[config.mk]
export PLATFORM = sky130hd
export DESIGN_NAME = aso_ctrl
export DESIGN_NICKNAME = d
export VERILOG_FILES = /design/src/include/aso_pkg.sv /design/src/hw/aso_ctrl.sv
export SDC_FILE = /design/constraint.sdc
export NUM_CORES = 1
export LEC_CHECK = 0
export ABC_AREA = 1
export BUFFER_PORTS_ARGS = -buffer_cell sky130_fd_sc_hd__buf_2
export CORE_MARGIN = 10
export CORE_UTILIZATION = 43
export CTS_CLUSTER_SIZE = 24
export DETAILED_ROUTE_END_ITERATION = 12
export PLACE_DENSITY = 0.73
export SLEW_MARGIN = 5
export SYNTH_ARGS = -nofsm -noshare
export SYNTH_HDL_FRONTEND = slang
export SYNTH_SLANG_ARGS = --single-unit
[constraint.sdc]
create_clock -name sysClk -period 1.9 [get_ports sysClk]
set_input_delay 0.095 -clock sysClk [delete_from_list [all_inputs] [get_ports sysClk]]
set_output_delay 0.095 -clock sysClk [all_outputs]
set_load 0.05 [all_outputs]
[src/include/aso_pkg.sv]
package aso_pkg;
  // ****************************************
  // Register map, AXI4-Lite byte addresses
  // ****************************************
  localparam logic [7:0] ADDR_CTRL = 8'h00;
  localparam logic [7:0] ADDR_STAT = 8'h04;
  localparam logic [7:0] ADDR_MASK = 8'h08;
  localparam logic [7:0] ADDR_STATE = 8'h0C;
  localparam logic [7:0] ADDR_DATA = 8'h10;
  // Control fields
  localparam int CT_MODE = 0;
  localparam int CT_SLEEP_N = 2;
  localparam int CT_BIPOLAR = 3;
  localparam int CT_CAL_A = 4;
  localparam int CT_CAL_B = 5;
  localparam int CT_W = 6;
  localparam logic [5:0] CTRL_RST = 6'h05;
  // Interface modes
  localparam logic [1:0] MODE_ASYNC_CHAR = 2'h0;
  localparam logic [1:0] MODE_EXT_CLOCKED_SYNC = 2'h1;
  localparam logic [1:0] MODE_SELF_CLOCKED_SYNC = 2'h2;
  // Event bits of status and mask
  localparam int EV_CAL = 0;
  localparam int EV_WORD = 1;
  localparam int EV_NEW = 2;
  localparam int EV_W = 3;
  // ****************************************
  // Timing counts in master clock cycles, clock duty in percent, frame lengths in bits, response codes
  // ****************************************
  localparam logic [2:0] CAL_QUAL_CYC = 3'h4;
  localparam logic [2:0] BLANK_CYC = 3'h4;
  localparam logic [1:0] SCLK_DIV_M1 = 2'h3;
  localparam int SCLK_DUTY_PCT = 25;
  localparam logic [1:0] SCLK_HI_CYC = 2'((int'(SCLK_DIV_M1) + 1) * SCLK_DUTY_PCT / 100);
  localparam logic [4:0] WORD_BITS = 5'h10;
  localparam logic [4:0] CHAR_FRAME_BITS = 5'h16;
  localparam logic [1:0] RESP_OKAY = 2'h0;
  localparam logic [1:0] RESP_SLVERR = 2'h2;
  // ****************************************
  // Types
  // ****************************************
  typedef enum logic [2:0] {SR_IDLE = 3'b001, SR_SHIFT = 3'b010, SR_HOLD = 3'b100} aso_ser_e;
  typedef enum logic [2:0] {CL_IDLE = 3'b001, CL_HIGH = 3'b010, CL_RUN = 3'b100} aso_cal_e;
  typedef struct packed {
    logic awvalid; logic [31:0] awaddr; logic wvalid; logic [31:0] wdata; logic [3:0] wstrb;
    logic bready; logic arvalid; logic [31:0] araddr; logic rready;
  } aso_axi_req_s;
  typedef struct packed {
    logic awready; logic wready; logic bvalid; logic [1:0] bresp;
    logic arready; logic rvalid; logic [31:0] rdata; logic [1:0] rresp;
  } aso_axi_rsp_s;
endpackage

[src/hw/aso_ctrl.sv]
`timescale 1ns/1ps
module aso_ctrl
  import aso_pkg::*;
#(
  parameter int CAL_CYCLES = 1024
) (
  input wire logic sysClk,
  input wire logic srst,
  input wire aso_axi_req_s axiReq,
  output aso_axi_rsp_s axiRsp,
  input wire logic calStrobe,
  input wire logic chipSelN,
  input wire logic sclkIn,
  output logic sclkOut,
  output logic sclkOe,
  output logic serialOutLine,
  output logic serialOe,
  output logic resultValidN,
  input wire logic [15:0] resultData,
  input wire logic resultLoad,
  output logic convRun,
  output logic bipolarMode,
  output logic calStart,
  output logic [1:0] calKind,
  output logic timingRestart,
  output logic irq
);

  // ****************************************
  // State
  // ****************************************
  typedef struct packed {
    logic awHeld; logic wHeld; logic [7:0] awAddr; logic [31:0] wData; logic [3:0] wStrb;
    logic awReady; logic wReady; logic bValid; logic [1:0] bResp;
    logic arReady; logic rValid; logic [31:0] rData; logic [1:0] rResp;
    logic [CT_W-1:0] ctrl; logic [EV_W-1:0] stat; logic [EV_W-1:0] mask; logic irq;
    logic [2:0] calSy; logic [2:0] csSy; logic [2:0] ckSy;
    logic calLvl; logic csLvl; logic ckLvl;
    aso_cal_e calSt; logic [2:0] calCnt; logic [1:0] calKind; logic [15:0] calTimer;
    logic calStart; logic restart;
    logic [2:0] blankCnt; logic valid; logic [15:0] word;
    aso_ser_e serSt; logic [21:0] frame; logic [4:0] bitsLeft; logic [1:0] div;
    logic sclkOut; logic sclkOe; logic sdo; logic sdoOe; logic rdyN; logic convRun; logic bipolar;
  } aso_st_s;

  aso_st_s s_ff;
  aso_st_s nxt_s;
  logic [15:0] wordLsbFirst;

  // Each byte of the result mirrored, so a character frame shifts out LSB first
  for (genvar i = 0; i < 8; i++) begin : gRev
    assign wordLsbFirst[i] = s_ff.word[7 - i];
    assign wordLsbFirst[8 + i] = s_ff.word[15 - i];
  end

  // Outputs straight from the state register
  assign axiRsp = '{awready: s_ff.awReady, wready: s_ff.wReady, bvalid: s_ff.bValid, bresp: s_ff.bResp,
                    arready: s_ff.arReady, rvalid: s_ff.rValid, rdata: s_ff.rData, rresp: s_ff.rResp};
  assign sclkOut = s_ff.sclkOut;
  assign sclkOe = s_ff.sclkOe;
  assign serialOutLine = s_ff.sdo;
  assign serialOe = s_ff.sdoOe;
  assign resultValidN = s_ff.rdyN;
  assign convRun = s_ff.convRun;
  assign bipolarMode = s_ff.bipolar;
  assign calStart = s_ff.calStart;
  assign calKind = s_ff.calKind;
  assign timingRestart = s_ff.restart;
  assign irq = s_ff.irq;

  // Read data for a register address; unmapped reads answer with zero
  function automatic logic [31:0] rdMux(input aso_st_s st, input logic [7:0] a);
    logic [31:0] d;
    d = 32'h0000_0000;
    unique case (a)
      ADDR_CTRL: d = 32'(st.ctrl);
      ADDR_STAT: d = 32'(st.stat);
      ADDR_MASK: d = 32'(st.mask);
      ADDR_STATE: d = 32'({st.calKind, st.calSt == CL_RUN, st.serSt != SR_IDLE, st.rdyN, st.valid});
      ADDR_DATA: d = 32'(st.word);
      default: d = 32'h0000_0000;
    endcase
    return d;
  endfunction

  function automatic logic mapped(input logic [7:0] a);
    return a == ADDR_CTRL || a == ADDR_STAT || a == ADDR_MASK || a == ADDR_STATE || a == ADDR_DATA;
  endfunction

  // ****************************************
  // Next state
  // ****************************************
  always_comb begin
    logic calRise;
    logic ckFall;
    logic held;
    logic step;
    logic [1:0] mode;
    logic [EV_W-1:0] ev;
    logic [EV_W-1:0] clr;
    calRise = 1'b0;
    ckFall = 1'b0;
    held = 1'b0;
    step = 1'b0;
    ev = '0;
    clr = '0;
    nxt_s = s_ff;
    mode = s_ff.ctrl[CT_MODE +: 2];
    nxt_s.calStart = 1'b0;
    nxt_s.restart = 1'b0;

    // Pin synchronisers; a level counts once the second and third stages agree
    nxt_s.calSy = {s_ff.calSy[1:0], calStrobe};
    nxt_s.csSy = {s_ff.csSy[1:0], chipSelN};
    nxt_s.ckSy = {s_ff.ckSy[1:0], sclkIn};
    if (s_ff.calSy[2] == s_ff.calSy[1]) begin
      nxt_s.calLvl = s_ff.calSy[2];
    end
    if (s_ff.csSy[2] == s_ff.csSy[1]) begin
      nxt_s.csLvl = s_ff.csSy[2];
    end
    if (s_ff.ckSy[2] == s_ff.ckSy[1]) begin
      nxt_s.ckLvl = s_ff.ckSy[2];
    end
    calRise = nxt_s.calLvl && !s_ff.calLvl;
    ckFall = s_ff.ckLvl && !nxt_s.ckLvl;

    // Calibration strobe: qualify length, then run calibration after it drops
    unique case (s_ff.calSt)
      CL_IDLE, CL_RUN: begin
        if (s_ff.calSt == CL_RUN) begin
          nxt_s.calTimer = s_ff.calTimer - 16'h0001;
          if (s_ff.calTimer == 16'h0001) begin
            nxt_s.calSt = CL_IDLE;
            ev[EV_CAL] = 1'b1;
          end
        end
        if (calRise) begin
          nxt_s.calSt = CL_HIGH;
          nxt_s.calCnt = 3'h1;
          nxt_s.calKind = {s_ff.ctrl[CT_CAL_B], s_ff.ctrl[CT_CAL_A]};
        end
      end
      CL_HIGH: begin
        if (nxt_s.calLvl) begin
          if (s_ff.calCnt <= CAL_QUAL_CYC) begin
            nxt_s.calCnt = s_ff.calCnt + 3'h1;
          end
          if (s_ff.calCnt == CAL_QUAL_CYC) begin
            nxt_s.restart = 1'b1;
          end
        end else if (s_ff.calCnt > CAL_QUAL_CYC) begin
          nxt_s.calSt = CL_RUN;
          nxt_s.calStart = 1'b1;
          nxt_s.calTimer = 16'(CAL_CYCLES);
        end else begin
          nxt_s.calSt = CL_IDLE;
        end
      end
    endcase
    // Internal reset holds while a qualified strobe stays high
    held = nxt_s.calSt == CL_HIGH && nxt_s.calCnt > CAL_QUAL_CYC;

    // Conversion control: sleep and calibration both suspend conversion
    nxt_s.convRun = s_ff.ctrl[CT_SLEEP_N] && !held && nxt_s.calSt != CL_RUN;
    nxt_s.bipolar = s_ff.ctrl[CT_BIPOLAR];

    // New result: blank data ready, then mark valid
    if (s_ff.blankCnt != 3'h0) begin
      nxt_s.blankCnt = s_ff.blankCnt - 3'h1;
      if (s_ff.blankCnt == 3'h1) begin
        nxt_s.valid = 1'b1;
        ev[EV_NEW] = 1'b1;
      end
    end
    if (resultLoad && s_ff.convRun) begin
      nxt_s.blankCnt = BLANK_CYC;
      nxt_s.valid = 1'b0;
      nxt_s.word = resultData;
    end

    // Serial clock direction follows the mode
    nxt_s.sclkOe = mode == MODE_SELF_CLOCKED_SYNC;
    nxt_s.sclkOut = 1'b0;

    // Serial shifter
    unique case (s_ff.serSt)
      SR_IDLE: begin
        if (!s_ff.csLvl && s_ff.valid && s_ff.blankCnt == 3'h0) begin
          nxt_s.serSt = SR_SHIFT;
          nxt_s.sdoOe = 1'b1;
          nxt_s.div = 2'h0;
          if (mode == MODE_ASYNC_CHAR) begin
            // Each byte LSB first between a low start bit and two high stop bits
            nxt_s.frame = {1'b0, wordLsbFirst[15:8], 2'b11, 1'b0, wordLsbFirst[7:0], 2'b11};
            nxt_s.bitsLeft = CHAR_FRAME_BITS;
          end else begin
            nxt_s.frame = {s_ff.word, 6'h00};
            nxt_s.bitsLeft = WORD_BITS;
          end
        end
      end
      SR_SHIFT: begin
        if (mode == MODE_SELF_CLOCKED_SYNC) begin
          // Low for three cycles, high for one; data moves on the falling edge
          nxt_s.div = s_ff.div + 2'h1;
          nxt_s.sclkOut = nxt_s.div > (SCLK_DIV_M1 - SCLK_HI_CYC);
          step = s_ff.div == SCLK_DIV_M1;
        end else begin
          step = ckFall;
        end
        if (s_ff.csLvl) begin
          // Chip select withdrawn mid-word: abandon it, the result stays valid
          nxt_s.serSt = SR_IDLE;
          nxt_s.sdoOe = 1'b0;
          nxt_s.sclkOut = 1'b0;
        end else if (step) begin
          if (s_ff.bitsLeft == 5'h01) begin
            nxt_s.serSt = SR_HOLD;
            nxt_s.sdoOe = 1'b0;
            nxt_s.sclkOut = 1'b0;
            if (s_ff.blankCnt == 3'h0) begin
              nxt_s.valid = 1'b0;
            end
            ev[EV_WORD] = 1'b1;
          end else begin
            nxt_s.frame = {s_ff.frame[20:0], 1'b0};
            nxt_s.bitsLeft = s_ff.bitsLeft - 5'h01;
          end
        end
      end
      SR_HOLD: begin
        // One word per chip select assertion
        if (s_ff.csLvl) begin
          nxt_s.serSt = SR_IDLE;
        end
      end
    endcase
    if (held) begin
      nxt_s.serSt = SR_IDLE;
      nxt_s.valid = 1'b0;
      nxt_s.blankCnt = 3'h0;
      nxt_s.sdoOe = 1'b0;
      nxt_s.sclkOut = 1'b0;
    end
    nxt_s.sdo = nxt_s.frame[21];
    nxt_s.rdyN = !nxt_s.valid || nxt_s.blankCnt != 3'h0;

    // AXI4-Lite write: address and data in either order, response after both
    if (axiReq.awvalid && s_ff.awReady) begin
      nxt_s.awHeld = 1'b1;
      nxt_s.awAddr = axiReq.awaddr[7:0];
    end
    if (axiReq.wvalid && s_ff.wReady) begin
      nxt_s.wHeld = 1'b1;
      nxt_s.wData = axiReq.wdata;
      nxt_s.wStrb = axiReq.wstrb;
    end
    if (s_ff.bValid && axiReq.bready) begin
      nxt_s.bValid = 1'b0;
    end
    if (s_ff.awHeld && s_ff.wHeld && !s_ff.bValid) begin
      nxt_s.awHeld = 1'b0;
      nxt_s.wHeld = 1'b0;
      nxt_s.bValid = 1'b1;
      nxt_s.bResp = mapped(s_ff.awAddr) ? RESP_OKAY : RESP_SLVERR;
      if (s_ff.wStrb[0]) begin
        unique case (s_ff.awAddr)
          ADDR_CTRL: nxt_s.ctrl = s_ff.wData[CT_W-1:0];
          ADDR_STAT: clr = s_ff.wData[EV_W-1:0];
          ADDR_MASK: nxt_s.mask = s_ff.wData[EV_W-1:0];
          default: nxt_s.ctrl = nxt_s.ctrl;
        endcase
      end
    end
    nxt_s.awReady = !nxt_s.awHeld && !nxt_s.bValid;
    nxt_s.wReady = !nxt_s.wHeld && !nxt_s.bValid;

    // AXI4-Lite read: one cycle from address to data
    if (s_ff.rValid && axiReq.rready) begin
      nxt_s.rValid = 1'b0;
    end
    if (axiReq.arvalid && s_ff.arReady) begin
      nxt_s.rValid = 1'b1;
      nxt_s.rData = rdMux(s_ff, axiReq.araddr[7:0]);
      nxt_s.rResp = mapped(axiReq.araddr[7:0]) ? RESP_OKAY : RESP_SLVERR;
    end
    nxt_s.arReady = !nxt_s.rValid;

    // Sticky events; a new event wins over a same-cycle clear
    nxt_s.stat = (s_ff.stat & ~clr) | ev;
    nxt_s.irq = |(nxt_s.stat & nxt_s.mask);

    if (srst) begin
      nxt_s = '0;
      nxt_s.ctrl = CTRL_RST;
      nxt_s.calSt = CL_IDLE;
      nxt_s.serSt = SR_IDLE;
      nxt_s.calSy = 3'h0;
      nxt_s.csSy = 3'h7;
      nxt_s.ckSy = 3'h0;
      nxt_s.csLvl = 1'b1;
      nxt_s.rdyN = 1'b1;
    end
  end

  // Single state register
  always_ff @(posedge sysClk) begin
    s_ff <= nxt_s;
  end

endmodule

==> summary.md <==
| Metric | Value |
|---|---|
| Outcome | finished, final reports clean |
| Fillers | around 1600 |
| Crit start category | register |
| Capture point of the worst reg-to-reg path | s_ff[9] |
| CP max FO | 5 |
| TNS Setup | 0 ps |
| Most frequent CP cell | nand2_2 |
| DR iter-0 viols | 526 |
| Max-capacitance violation count | 0 |
| Clock Skews | roughly 7.3 ps |
| Routed vias | about 6500 |
| H-tree Lvls | 4 |
| Grt total ovfl | 0 |
| Leak | between 3 and 4 nW |
| Number of port buffers | between 80 and 90 |
| Setup-failing EPs final | 0 |
| Slew HR | a little under three fifths |
| CP Cell Sequence | inv_1 -> ha_2 -> nand2_2 -> nor3_4 -> nand2_2 -> nand2_2 -> nand3_4 -> buf_4 -> o21ai_0 -> a21oi_1 |
| Final WL | roughly 18000 um |
| Setup WS pre-CTS | 115.5 ps |
| TritonRoute pass-1 iters | 7 |
| PD cells | just under 900 nW/um^2 |
| Worst-Skew Late Latency | roughly 430 ps |
| Worst-path clk slew | 60 ps |
| Final period util | between 90% and 100% |
| Critical Path Max Stage Delay | 320 ps |
| Hold_sp | resultData[0] |
| Worst Path Buf+Inv | 2 |
| Top reg by flops | s_ff |
| Number of global-route vias before repair | roughly 6300 |
| Die Wd | 149.0 um |
| Initial antenna violation count | 0 |
| Fraction of layout cells with a size suffix above 1 | 17.05% |
| CP endpoint kind | register |
| Worst path slowest cell | dfxtp_1 |
| Post-synthesis cell area | between 7000 and 8000 sq um |
| Worst r2r src | s_ff[56] |
| Hold WC Path Type | input port to register |
| CTS sink count | between 100 and 150 |
| Hold Path Cell Cnt | 3 |
| Crit path DAT | between 2000 and 2500 ps |
| Cells after Synth | between 1000 and 1500 |
| CTS root buffer | clkbuf_16 |
| Sequential fraction of the synthesis area | between 40% and 50% |
| Initial core utilization | approximately 43% |
| Crit path kind | register to register |
| Yosys cell types | between 40 and 50 |
| First-pass GRT wire length | approximately 30000 um |
| Number of synthesized register bits | 149 |
| Max FFs per register | 115 |
| Syn. warnings | 0 |
| Die area | around 22000 sq um |
| Least-Margin Pin Slew | 655.7 ps |
| Hold endpoint | s_ff[39] |
| Syn_area_per_cell | approximately 7.0 sq um |
| DRC | 0 |
| Die Y | around 150 um |
| Ys flop type | dfxtp_1 |
| Dpl hpwl | 12670 um |
| FP Rows | 47 |
| Slew Limit Fails | 0 |
| Final min period | roughly 1700 ps |
| Total Routing Usage GR | 16.22% |
| FF+latch area | 2984 sq um |
| GPL Wtd Cong | 0.8720 |
| Fmax | 584.4 MHz |
| Final Hold Vio Count | 0 |
| Ys async rst share | 0% |
| I/O Pins | between 150 and 200 |
| Post-synth EDFFs | 0 |
| DR WL/cell | about 13 um |
| Cts bufs inserted | 17 |
| Peak supply drop | slightly below 0.0006 V |
| Worst setup margin | between 150 and 200 ps |
| Largest net degree at the start of global routing | 74 |
| Area of the multi-input gates | 3371 sq um |
| Area Overhead vs Synth | 19.99% |
| Vias per cell | roughly 4.8 |
| Post-DRT Antenna Nets | 0 |
| CTS tree | done |
| RSZ-0062 raised after global routing | no |
| Core ar. | around 16000 sq um |
| R2R cell count | 10 |
| Required @ worst endpoint | roughly 2200 ps |
| FF-to-FF setup slack | about 190 ps |
| Clk buf depth | 2 |
| NumNets Final | around 1300 |
| Critical path's top delay family | simple AND/OR/NAND/NOR gates |
## area by class of cell
class / instances / area share, %
flip-flops and latches: 149 / 34.74
multi-input cells: 701 / 39.24
inverters: 113 / 5.112
clock inverters: 11 / 1.748
clock buffers: 21 / 5.243
diodes: 2 / 0.05826
well taps: 220 / 3.204
repair buffers: 137 / 10.66
## cells by family after synthesis
logic type / Yosys count / share of synthesized area [%]
other cells: 1 / 0.05238
buf+inv: 188 / 12.69
compound gates: 167 / 12.55
simple gates: 500 / 30.51
fa+ha+maj: 11 / 1.922
xor+xnor: 5 / 0.6116
flops: 149 / 41.66
## how the worst max path moves through the flow
stage	from	endpoint	slack (ps)	cells past startpoint
final	s_ff[56]	s_ff[9]	190	10
after global routing	s_ff[56]	s_ff[34]	2	11
after CTS	s_ff[56]	s_ff[28]	80	11
after detailed placement	s_ff[56]	s_ff[33]	120	11
after global placement	s_ff[56]	s_ff[33]	170	11
after floorplan	s_ff[56]	s_ff[30]	360	11
## layout by cell type (no fill, tap or decap), types with 3 or more instances in the layout
cell type and instances:
inv_2 7, a21oi_2 10, o21ai_1 7, nand3_1 63, ha_1 10, nor2_1 179
dfxtp_1 148, xnor2_1 4, dlygate4sd3_1 31, nand2_4 3, bufinv_16 3, nand2_1 180
inv_1 102, nor3_2 3, buf_2 84, nand2_2 17, nand3b_1 4, nor2_4 4
a21oi_1 62, o21ai_0 78, conb_1 18, buf_4 20, nand4_1 14, clkbuf_1 3
clkbuf_16 17, nor4_1 3, or2_1 5, nor3_1 14, or2_2 5, o211ai_1 3
## power breakdown
part | internal [mW] | total (mW) | switching [mW]
logic | 0.303 | 0.877 | 0.574
clock network | 2.11 | 3.44 | 1.34
registers | 3.23 | 3.31 | 0.0767
## cells in the mapped netlist, types with 2 or more instances
| master | number | area share (%) |
|---|---|---|
| ha_1 | 11 | 1.9 |
| nor4_1 | 3 | 0.26 |
| o211ai_1 | 3 | 0.31 |
| nand2_4 | 2 | 0.31 |
| a21oi_1 | 62 | 4.3 |
| nor2_4 | 2 | 0.31 |
| nand3b_1 | 4 | 0.42 |
| nand2_1 | 182 | 9.5 |
| o21ai_0 | 79 | 5.5 |
| clkbuf_1 | 17 | 0.89 |
| buf_4 | 47 | 4.9 |
| nand4_1 | 14 | 1.2 |
| a21o_1 | 2 | 0.21 |
| nand3_1 | 63 | 4.4 |
| buf_1 | 4 | 0.21 |
| or2_2 | 5 | 0.44 |
| a211oi_1 | 2 | 0.21 |
| or2_1 | 5 | 0.44 |
| clkinv_1 | 2 | 0.10 |
| nor3_2 | 3 | 0.42 |
| dfxtp_1 | 149 | 42 |
| a21oi_2 | 10 | 1.2 |
| nor3_1 | 15 | 1.0 |
| nor2_1 | 181 | 9.5 |
| inv_1 | 103 | 5.4 |
| xnor2_1 | 4 | 0.49 |
| inv_2 | 7 | 0.37 |
| o21ai_1 | 6 | 0.42 |
| nand2_2 | 16 | 1.4 |
| buf_2 | 6 | 0.42 |
## worst min-delay path, stage by stage
cell and delay [ps]:
buf_2 70, o21ai_0 120, a21oi_1 120
## metal layers
metal	up-vias	global-route usage [%]	share of wire, %
met2	169	26.16	46
met3	30	3.883	6.2
met5	-	0	0
li1	3404	-	-
met1	2942	20.13	46
met4	0	7.213	1.7
## metrics by stage
stage | power (mW) | area [sq um] | instances | utilization (%) | hold WS, ps
floorplan | 4.015 | 7223 | 1038 | - | 198.8
global placement | 4.177 | 7600 | 1287 | 46.16 | 281.6
detailed placement | 4.193 | 7600 | 1287 | 46.16 | 289.1
CTS | 7.659 | 8511 | 1350 | 51.69 | 16.43
global route | 7.951 | 8586 | 1352 | 52.14 | 25.35
finish | 7.630 | 8591 | 1354 | 52.17 | 24.72
## repair_timing
action | 4_1_cts | 5_1_grt
hold buffers | 31 | 0
endpoints found under the setup margin | 0 | 42
gates resized for setup | 0 | 19
buffers inserted | 0 | 2
hold endpoints to repair | 32 | 0
No activity file was read; power rests on OpenSTA's default activity.
